$ cat src/rtl/brownout_map.svh
`ifndef BROWNOUT_MAP_SVH
`define BROWNOUT_MAP_SVH

// register byte offsets
`define ADDR_RESET_CONTROL 6'h00
`define ADDR_IRQ_STATUS 6'h04
`define ADDR_IRQ_MASK 6'h08
`define ADDR_CONFIG_VIEW 6'h0c

// reset control register fields
`define FLD_SW_ENABLE 13
`define FLD_BOR_FLAG 1
`define FLD_POR_FLAG 0

// configuration field encodings
`define MODE_SOFTWARE 2'h1
`define MODE_SLEEP_OFF 2'h2
`define MODE_ALWAYS_ON 2'h3

// interrupt status bits
`define IRQ_BOR 0
`define IRQ_POR 1

// reset values
`define RST_CONTROL 32'h00000001
`define RST_MASK 2'h0

// axi responses
`define RESP_OKAY 2'h0
`define RESP_SLVERR 2'h2

`endif

$ cat src/rtl/brownout_pkg.sv
package brownout_pkg;

  typedef struct packed {
    logic awvalid;
    logic [5:0] awaddr;
    logic wvalid;
    logic [31:0] wdata;
    logic [3:0] wstrb;
    logic bready;
    logic arvalid;
    logic [5:0] araddr;
    logic rready;
  } axi_req_type;

  typedef struct packed {
    logic awready;
    logic wready;
    logic bvalid;
    logic [1:0] bresp;
    logic arready;
    logic rvalid;
    logic [31:0] rdata;
    logic [1:0] rresp;
  } axi_rsp_type;

  typedef enum logic [1:0] {
    BOR_OFF = 2'b00,
    BOR_ARMED = 2'b01
  } bor_state_type;

endpackage

$ cat src/rtl/brownout_enable_logic.sv
`timescale 1ns/100ps
`include "brownout_map.svh"

module brownout_enable_logic (
  // configuration
  input wire logic [1:0] brownoutConfigMode,
  input wire logic softwareBrownoutEnable,
  input wire logic sleepActive,
  // result
  output logic detectEnable
);

  always_comb begin
    case (brownoutConfigMode)
      `MODE_SOFTWARE: detectEnable = softwareBrownoutEnable;
      `MODE_SLEEP_OFF: detectEnable = ~sleepActive;
      `MODE_ALWAYS_ON: detectEnable = 1'b1;
      default: detectEnable = 1'b0;
    endcase
  end

endmodule

$ cat src/rtl/brownout_reset_control.sv
// Summary of operation
// - mode 01 lets bit 13 gate detection
// - software bit fully enables or disables
// - software bit ignored, reads 0 otherwise
// - trip level only from configuration bits
// - enabled detector sets brown-out flag always
// - software zeros hold until next event
// - mode 10 disables detection in sleep
// - leaving sleep re-enables detection automatically
//
// Chosen here: the AXI4-Lite interface to the registers and the register offsets.
`timescale 1ns/100ps
`include "brownout_map.svh"

module brownout_reset_control (
  // clock and reset
  input wire logic mclk,
  input wire logic arst_n,
  // configuration and status
  input wire logic [1:0] brownoutConfigMode,
  input wire logic [1:0] brownoutLevelSelect,
  input wire logic sleepActive,
  input wire logic brownoutEvent,
  input wire logic powerOnEvent,
  // axi4-lite
  input wire brownout_pkg::axi_req_type axiReq,
  output brownout_pkg::axi_rsp_type axiRsp,
  // detector control
  output logic detectEnable,
  output logic [1:0] tripLevel,
  output logic irq
);

  ////////////////////////////////////////////////////////////////
  logic swEnable_ff, nxt_swEnable;
  logic borFlag_ff, nxt_borFlag;
  logic porFlag_ff, nxt_porFlag;
  logic [1:0] irqStatus_ff, nxt_irqStatus;
  logic [1:0] irqMask_ff, nxt_irqMask;
  logic detectEnable_ff, nxt_detectEnable;
  logic [1:0] tripLevel_ff;
  logic irq_ff, nxt_irq;
  brownout_pkg::axi_rsp_type rsp_ff, nxt_rsp;
  brownout_pkg::bor_state_type state_ff, nxt_state;
  logic awHeld_ff, nxt_awHeld;
  logic wHeld_ff, nxt_wHeld;
  logic [5:0] awAddr_ff, nxt_awAddr;
  logic [31:0] wData_ff, nxt_wData;
  logic [3:0] wStrb_ff, nxt_wStrb;
  logic detectComb, swMode, wrFire, rdFire, borHit, porHit;

  function automatic logic [31:0] readValue(input logic [5:0] addr, input logic [31:0] ctl,
                                             input logic [1:0] sts, input logic [1:0] msk,
                                             input logic [1:0] cfg, input logic [1:0] lvl);
    logic [31:0] v;
    v = 32'h00000000;
    if (addr == `ADDR_RESET_CONTROL) begin
      v = ctl;
    end else if (addr == `ADDR_IRQ_STATUS) begin
      v[1:0] = sts;
    end else if (addr == `ADDR_IRQ_MASK) begin
      v[1:0] = msk;
    end else if (addr == `ADDR_CONFIG_VIEW) begin
      v[3:0] = {lvl, cfg};
    end
    return v;
  endfunction

  function automatic logic addrHit(input logic [5:0] addr);
    return addr == `ADDR_RESET_CONTROL || addr == `ADDR_IRQ_STATUS ||
           addr == `ADDR_IRQ_MASK || addr == `ADDR_CONFIG_VIEW;
  endfunction

  ////////////////////////////////////////////////////////////////
  brownout_enable_logic u_enable (
    .brownoutConfigMode(brownoutConfigMode),
    .softwareBrownoutEnable(swEnable_ff),
    .sleepActive(sleepActive),
    .detectEnable(detectComb)
  );

  assign swMode = brownoutConfigMode == `MODE_SOFTWARE;
  // only an enabled detector can report a brown-out
  assign borHit = brownoutEvent & detectEnable_ff;
  assign porHit = powerOnEvent;

  ////////////////////////////////////////////////////////////////
  // write and read paths: write address and data accepted in either order
  always_comb begin
    nxt_rsp = rsp_ff;
    nxt_awHeld = awHeld_ff;
    nxt_wHeld = wHeld_ff;
    nxt_awAddr = awAddr_ff;
    nxt_wData = wData_ff;
    nxt_wStrb = wStrb_ff;
    nxt_rsp.awready = 1'b0;
    nxt_rsp.wready = 1'b0;
    nxt_rsp.arready = 1'b0;
    wrFire = 1'b0;
    rdFire = 1'b0;
    if (axiReq.awvalid && !awHeld_ff && !rsp_ff.awready && !rsp_ff.bvalid) begin
      nxt_rsp.awready = 1'b1;
      nxt_awHeld = 1'b1;
      nxt_awAddr = axiReq.awaddr;
    end
    if (axiReq.wvalid && !wHeld_ff && !rsp_ff.wready && !rsp_ff.bvalid) begin
      nxt_rsp.wready = 1'b1;
      nxt_wHeld = 1'b1;
      nxt_wData = axiReq.wdata;
      nxt_wStrb = axiReq.wstrb;
    end
    if (awHeld_ff && wHeld_ff && !rsp_ff.bvalid) begin
      wrFire = 1'b1;
      nxt_awHeld = 1'b0;
      nxt_wHeld = 1'b0;
      nxt_rsp.bvalid = 1'b1;
      nxt_rsp.bresp = addrHit(awAddr_ff) ? `RESP_OKAY : `RESP_SLVERR;
    end else if (rsp_ff.bvalid && axiReq.bready) begin
      nxt_rsp.bvalid = 1'b0;
    end
    if (axiReq.arvalid && !rsp_ff.arready && !rsp_ff.rvalid) begin
      rdFire = 1'b1;
      nxt_rsp.arready = 1'b1;
      nxt_rsp.rvalid = 1'b1;
      nxt_rsp.rresp = addrHit(axiReq.araddr) ? `RESP_OKAY : `RESP_SLVERR;
      nxt_rsp.rdata = readValue(axiReq.araddr,
                                {18'h00000, swEnable_ff & swMode, 11'h000, borFlag_ff, porFlag_ff},
                                irqStatus_ff, irqMask_ff, brownoutConfigMode, brownoutLevelSelect);
    end else if (rsp_ff.rvalid && axiReq.rready) begin
      nxt_rsp.rvalid = 1'b0;
    end
  end

  ////////////////////////////////////////////////////////////////
  // register state
  always_comb begin
    nxt_swEnable = swEnable_ff;
    nxt_borFlag = borFlag_ff;
    nxt_porFlag = porFlag_ff;
    nxt_irqStatus = irqStatus_ff;
    nxt_irqMask = irqMask_ff;
    if (wrFire && awAddr_ff == `ADDR_RESET_CONTROL) begin
      if (wStrb_ff[1]) begin
        if (swMode) begin
          nxt_swEnable = wData_ff[`FLD_SW_ENABLE];
        end
      end
      if (wStrb_ff[0]) begin
        nxt_borFlag = wData_ff[`FLD_BOR_FLAG];
        nxt_porFlag = wData_ff[`FLD_POR_FLAG];
      end
    end
    if (wrFire && awAddr_ff == `ADDR_IRQ_MASK && wStrb_ff[0]) begin
      nxt_irqMask = wData_ff[1:0];
    end
    // read clears status; a same-cycle event still wins below
    if (rdFire && axiReq.araddr == `ADDR_IRQ_STATUS) begin
      nxt_irqStatus = 2'h0;
    end
    // set on brown-out or power-on while enabled
    if (borHit || (porHit && detectEnable_ff)) begin
      nxt_borFlag = 1'b1;
    end
    if (porHit) begin
      nxt_porFlag = 1'b1;
    end
    if (borHit) begin
      nxt_irqStatus[`IRQ_BOR] = 1'b1;
    end
    if (porHit) begin
      nxt_irqStatus[`IRQ_POR] = 1'b1;
    end
    nxt_irq = |(nxt_irqStatus & nxt_irqMask);
    nxt_detectEnable = detectComb;
    nxt_state = detectComb ? brownout_pkg::BOR_ARMED : brownout_pkg::BOR_OFF;
  end

  always_ff @(posedge mclk or negedge arst_n) begin
    if (!arst_n) begin
      swEnable_ff <= 1'b0;
      borFlag_ff <= 1'b0;
      porFlag_ff <= 1'b1;
      irqStatus_ff <= 2'h0;
      irqMask_ff <= `RST_MASK;
      detectEnable_ff <= 1'b0;
      tripLevel_ff <= 2'h0;
      irq_ff <= 1'b0;
      rsp_ff <= '0;
      state_ff <= brownout_pkg::BOR_OFF;
      awHeld_ff <= 1'b0;
      wHeld_ff <= 1'b0;
      awAddr_ff <= 6'h00;
      wData_ff <= 32'h00000000;
      wStrb_ff <= 4'h0;
    end else begin
      swEnable_ff <= nxt_swEnable;
      borFlag_ff <= nxt_borFlag;
      porFlag_ff <= nxt_porFlag;
      irqStatus_ff <= nxt_irqStatus;
      irqMask_ff <= nxt_irqMask;
      detectEnable_ff <= nxt_detectEnable;
      tripLevel_ff <= brownoutLevelSelect;
      irq_ff <= nxt_irq;
      rsp_ff <= nxt_rsp;
      state_ff <= nxt_state;
      awHeld_ff <= nxt_awHeld;
      wHeld_ff <= nxt_wHeld;
      awAddr_ff <= nxt_awAddr;
      wData_ff <= nxt_wData;
      wStrb_ff <= nxt_wStrb;
    end
  end

  assign axiRsp = rsp_ff;
  assign detectEnable = detectEnable_ff;
  assign tripLevel = tripLevel_ff;
  assign irq = irq_ff;

endmodule

$ cat config.mk
export PLATFORM = sky130hd
export DESIGN_NAME = brownout_reset_control
export DESIGN_NICKNAME = d
export VERILOG_FILES = /design/src/rtl/brownout_pkg.sv /design/src/rtl/brownout_enable_logic.sv /design/src/rtl/brownout_reset_control.sv
export VERILOG_INCLUDE_DIRS = /design/src /design/src/rtl
export SDC_FILE = /design/constraint.sdc
export NUM_CORES = 1
export LEC_CHECK = 0
export ABC_AREA = 1
export BUFFER_PORTS_ARGS = -buffer_cell sky130_fd_sc_hd__buf_4
export CAP_MARGIN = 40
export CORE_ASPECT_RATIO = 1.25
export CORE_MARGIN = 10
export CORE_UTILIZATION = 39
export DETAILED_ROUTE_END_ITERATION = 8
export GPL_TIMING_DRIVEN = 1
export PLACE_DENSITY = 0.81
export REMOVE_ABC_BUFFERS = 1
export SLEW_MARGIN = 20
export SYNTH_ARGS = -nofsm -noshare
export SYNTH_HDL_FRONTEND = slang
export SYNTH_HIERARCHICAL = 1
export SYNTH_SLANG_ARGS = --single-unit
$ cat constraint.sdc
create_clock -name mclk -period 1 [get_ports mclk]
set_input_delay 0.15 -clock mclk [delete_from_list [all_inputs] [get_ports mclk]]
set_output_delay 0.15 -clock mclk [all_outputs]
set_load 0.03 [all_outputs]
* After elaboration in Yosys (flattened, before gate mapping)
Index checks and enable logic that the tools add are counted.
Operators by class: add/subtract/negate cells 0, $mul 0, divide/modulo/power cells 0, order comparisons 0, equality and inequality tests 9, shift operators 0, muxes and demuxes 32, bitwise logic cells 4, reductions and logical operators 45
Operators by type and width (count):
- 6-bit by 4-bit == test with 1-bit output, second input constant | 4
- 1-bit two-way mux | 20
- 1-bit logical AND | 17
- 2-bit two-way mux | 8
- 2-bit nonzero test | 8
- 6-bit by 3-bit == test with 1-bit output, second input constant | 2
- 6-bit logical NOT | 2
- 10-bit two-way mux | 1
- 4-bit two-way mux | 2
- 1-bit logical NOT | 7
- 1-bit logical OR | 7
- 2-bit == test, second input constant | 2
- 2-bit AND reduction | 2
- 1-bit case mux with 3 select lines | 1
- 3-bit AND reduction | 1
- 1-bit AND | 2
- 2-bit AND | 1
- 2-bit by 1-bit == test with 1-bit output, second input constant | 1
- 2-bit OR reduction | 1
- 1-bit inverter | 1
Storage, ports and cells: register bits 76, latch bits 0, memory bits (writable) 0, bits in read-only memories 0, word-level logic and storage cells 111, memories 0

* Logic depth before layout (Yosys ltp)
depth after elaboration 9, mapped depth 8, gate-level depth less buffers 8

* Cells and area by module
Netlist, hierarchy kept.
Modules (own cells, without submodules):
- brownout_reset_control | instances 1, cells an instance 207, area each 1801.7 µm²
- brownout_enable_logic | instances 1, cells an instance 4, area each 16.3 µm²

* Least setup slack after synthesis
Ideal clock, no wire load.
path type register to register, start reg rsp_ff, in the netlist axiRsp[38], end reg irq_ff (netlist: irq), library setup time 0.116 ns, arrival 1.123 ns, required time 0.884 ns, path slack -0.240 ns, stages on the path, launching flop included 9, cells stage by stage dfrtp_1 -> inv_2 -> nand3_4 -> nor2_8 -> nand2_2 -> nand2_1 -> nand2_2 -> nand2_1 -> nand2_1
Between the ends: longest elaborated chain between the ends 8
RTL lines:
- from (decl) | line brownout_reset_control.sv:43 | brownout_pkg::axi_rsp_type rsp_ff, nxt_rsp;
- from (signal assigned) | line brownout_reset_control.sv:204 | rsp_ff <= nxt_rsp;
- 1-bit logical NOT | line brownout_reset_control.sv:112 | if (awHeld_ff && wHeld_ff && !rsp_ff.bvalid) begin
- 1-bit logical AND | line brownout_reset_control.sv:112
- 1-bit two-way mux | line brownout_reset_control.sv:112
- 1-bit logical AND (no line)
- 1-bit logical AND | line brownout_reset_control.sv:153 | if (wrFire && awAddr_ff == `ADDR_IRQ_MASK && wStrb_ff[0]) begin
- 2-bit two-way mux | line brownout_reset_control.sv:153
- named net nxt_irqMask[0] | line brownout_reset_control.sv:39 | logic [1:0] irqMask_ff, nxt_irqMask;
- 2-bit AND | line brownout_reset_control.sv:173 | nxt_irq = |(nxt_irqStatus & nxt_irqMask);
- 2-bit OR reduction | line brownout_reset_control.sv:173
- named net nxt_irq | line brownout_reset_control.sv:42 | logic irq_ff, nxt_irq;
- to (signal assigned) | line brownout_reset_control.sv:203 | irq_ff <= nxt_irq;
- to (decl) | line brownout_reset_control.sv:42
The timed path passes the listed nets, and every way through them passes these cells. A chain may end at the register's enable or synchronous reset.

* Final worst setup path
start reg awAddr_ff[0], end reg irq_ff (netlist: irq)
Between the ends: longest elaborated chain between the ends 6
RTL lines:
- from (decl) | line brownout_reset_control.sv:47 | logic [5:0] awAddr_ff, nxt_awAddr;
- from (signal assigned) | line brownout_reset_control.sv:208 | awAddr_ff <= nxt_awAddr;
- 6-bit by 4-bit == test with 1-bit output (no line)
- 1-bit logical AND (no line)
- 1-bit logical AND | line brownout_reset_control.sv:153
- 2-bit two-way mux | line brownout_reset_control.sv:153
- named net nxt_irqMask[0] | line brownout_reset_control.sv:39
- 2-bit AND | line brownout_reset_control.sv:173
- 2-bit OR reduction | line brownout_reset_control.sv:173
- named net nxt_irq | line brownout_reset_control.sv:42
The timed path passes the listed nets, and every way through them passes these cells.

==> flow_summary.yaml <==
logic_synthesis:
  synth_most_common_cell: "nand2_1"
  synthAdderAreaFrac_pct: 0
  dominantRegCellSynth: "dfrtp_1"
  synth_enable_flop_cells: 0
  yosys.area.top_type: "dfrtp_1"
  synth_area_sq_um: 1818
  synth_cells: 211
  synth-seq-area-share_pct: 49.62
  synth.distinct_cells: 23
  synth_warnings: 6
  synth_compound_area_share_pct: 3.304
  synth_common_cells: "nand2_1 (63), dfrtp_1 (35), buf_4 (29), nand3_1 (17), nor2_1 (16)"
  synth_top_family_by_area: "simple AND/OR/NAND/NOR gates"
  synthXorXnorAreaFrac_pct: 0
  synth_mux_area_share_pct: 0
  ys_ff_latch: 36
  synth-simple-area-share_pct: 31.18
  async_reset_ff_share_pct: 100.0
  synth_top_area_share_pct: 48.18
  avgSynthCellArea_sq_um: 8.616
  synthTopCellsByArea: "dfrtp_1 (48%), nand2_1 (13%), buf_4 (12%)"
die:
  start_util_pct: 40.77
  ios: 107
  dieArea_sq_um: 7809
  die_y_um: 96.34
  rows: 27
  core_sq_um: 4459
  dieWidth_um: 81.07
cells_and_area:
  n_antenna_cell: 0
  finish.utilization_pct: 59.01
  design_area_sq_um: 2631
  syn2layout_area_growth_pct: 44.73
  drive_gt1_share_pct: 42.41
  n_fill_cell: 401
  nets: 351
worst_setup_path:
  crit_arrival_ns: 1.36
  r2r-end: "irq$_DFF_PN0_"
  r2r_cells: 8
  crit_type: "reg -> reg"
  slowest_stage: "dfrtp_1"
  worstPathMaxFanout: 6
  crit_required_ns: 1.18
  cp.buffers_inverters: 0
  crit_chain: "nor2_4 > nand2_4 > nor2_8 > nand2_4 > nand2_2 > nand2_2 > nand2_1 > nand2_1"
  cp_top_family: "simple AND/OR/NAND/NOR gates"
  r2r-start: "awAddr_ff[0]$_DFFE_PN0P_"
  slowest_delay_ns: 0.42
  ff2ff_setup_slack_ns: -0.18
  critPathLaunchType: "flop"
  end_kind: "flop"
placement:
  numPortBuffers: 46
  place_hpwl_um: 3363
  placed_area_sq_um: 2221
  place_congestion: 0.8524
sta:
  hold_violations: 0
  min_period_over_period_pct: 117.6
  finalCriticalPeriod_ns: 1.176
  setup_ws_ns: -0.1764
  timing.fmax_mhz: 850.1
  setup_viol: 26
  rsz0062_at_grt: "true"
  report.final.slew_viol_count: 0
  skew_ns: 0.006320
grt:
  grt_pass1_wl_um: 6934
  grt_pass1_vias: 1595
  overflow: 0
  grt.total_usage_pct: 11.49
  antenna_found_initial: 0
  grt_start_max_net_pins: 37
clock_network:
  clockRootBuffer: "clkbuf_8"
  insertion_delay_ns: 0.29
  cts_tree: "yes"
  cts.sinks: 36
  path_clk_slew_ns: 0.07
  cts_buffers: 5
  cts_max_level: 2
  max-clock-path-buffers: 2
drt:
  remaining_drc_errors: 0
  drtIter0Drc: 50
  final_antenna_net_count: 0
  via_count: 1505
  drt-total-wl_um: 4505
  dr.pass1.iters: 4
  wl_per_cell_um: 12.95
  vias_per_cell: 4.325
outcome:
  violations: "negative setup slack"
  status: "complete, but fails checks"
pwr:
  peakVddDrop_v: 0.001224
  power.density_nw_per_um2: 2199
  p_leak_uw: 0.001388
min_path:
  min_from: "axiReq[8]"
  whs_path_depth: 2
  hp-class: "in -> reg"
  hold-path-endpoint: "axiRsp[38]$_DFFE_PN0P_"
run:
  maxCapViolCount: 0
==> stage by stage <==
stage          std cells  hold WS (ns)  setup TNS [ns]  setup slack, ns  total power [uW]
5_1_grt              348       0.05341          -3.356          -0.2450              6168
4_1_cts              345       0.03449          -2.334          -0.1683              5503
6_report             348       0.03483          -1.688          -0.1764              5787
3_5_place_dp         327        0.1306          -1.403          -0.1961              4140
3_3_place_gp         327        0.1221         -0.9078          -0.1461              4068
2_1_floorplan        210       -0.1456          -3.032          -0.2396              3383
==> sequential cells by signal (all words and copies together) (netlist names), 2 cells and up <==
register      count
irqStatus_ff      2
awAddr_ff         6
axiRsp           12
tripLevel         2
wData_ff          3
wStrb_ff          2
irqMask_ff        2
==> per-layer routing <==
metal | share of wire (%) | vias to the layer above | GRT usage (%)
li1 | - | 762 | -
met1 | 35 | 687 | 11.09
met2 | 55 | 51 | 20.88
met3 | 8.3 | 5 | 3.638
met4 | 1.2 | 0 | 6.792
met5 | 0 | - | 0
==> how the worst max path moves through the flow <==
stage | cells after the start | start | endpoint | slack (ns)
detailed placement | 8 | awAddr_ff[1]$_DFFE_PN0P_ | irq$_DFF_PN0_ | -0.20
global route | 8 | awAddr_ff[5]$_DFFE_PN0P_ | irq$_DFF_PN0_ | -0.25
floorplan | 8 | axiRsp[38]$_DFFE_PN0P_ | irq$_DFF_PN0_ | -0.24
global placement | 8 | awAddr_ff[5]$_DFFE_PN0P_ | irq$_DFF_PN0_ | -0.15
CTS | 8 | awAddr_ff[0]$_DFFE_PN0P_ | irq$_DFF_PN0_ | -0.17
finish | 8 | awAddr_ff[0]$_DFFE_PN0P_ | irq$_DFF_PN0_ | -0.18
==> layout make-up <==
cell class	count	area, sq um	share of cell area (%)
Timing Repair Buffer	71	619.3	23.54
Multi-Input combinational cell	156	865.8	32.91
Sequential cell	36	903.4	34.33
Timing Repair inverter	1	3.754	0.1427
Tap cell	58	72.57	2.758
Inverter	18	86.33	3.281
Clock buffer	8	80.08	3.043
==> layout by cell type (no fill, tap or decap), types with 4 or more instances in the layout <==
cell and instances:
nor2_1 11, dfrtp_1 34, clkbuf_8 5, conb_1 29, inv_2 4, nand2_2 14
nor2_4 8, nand3_1 12, o21ai_1 4, buf_4 47, nand2_1 51, buf_6 21
inv_1 11, nand2_4 4
==> cell families (layout without fill, tap and decap cells) <==
group / after synthesis / count (layout)
simple gates: 116 / 116
buf+inv: 47 / 98
flops: 36 / 36
compound gates: 11 / 11
other cells: 1 / 29
==> repair_timing <==
item / in CTS / in global routing
pin swaps: 8 / 13
buffers inserted: 7 / 7
setup endpoints to repair: 31 / 46
hold buffers: 3 / 0
gates cloned: 1 / 0
endpoints found under the hold margin: 37 / 0
resized for setup: 32 / 41
==> where the power goes <==
group          internal, uW  switching, uW
combinational          1110           1440
sequential             1880            374
clock                   495            493
Note: power is estimated with default switching activity, not from simulation.
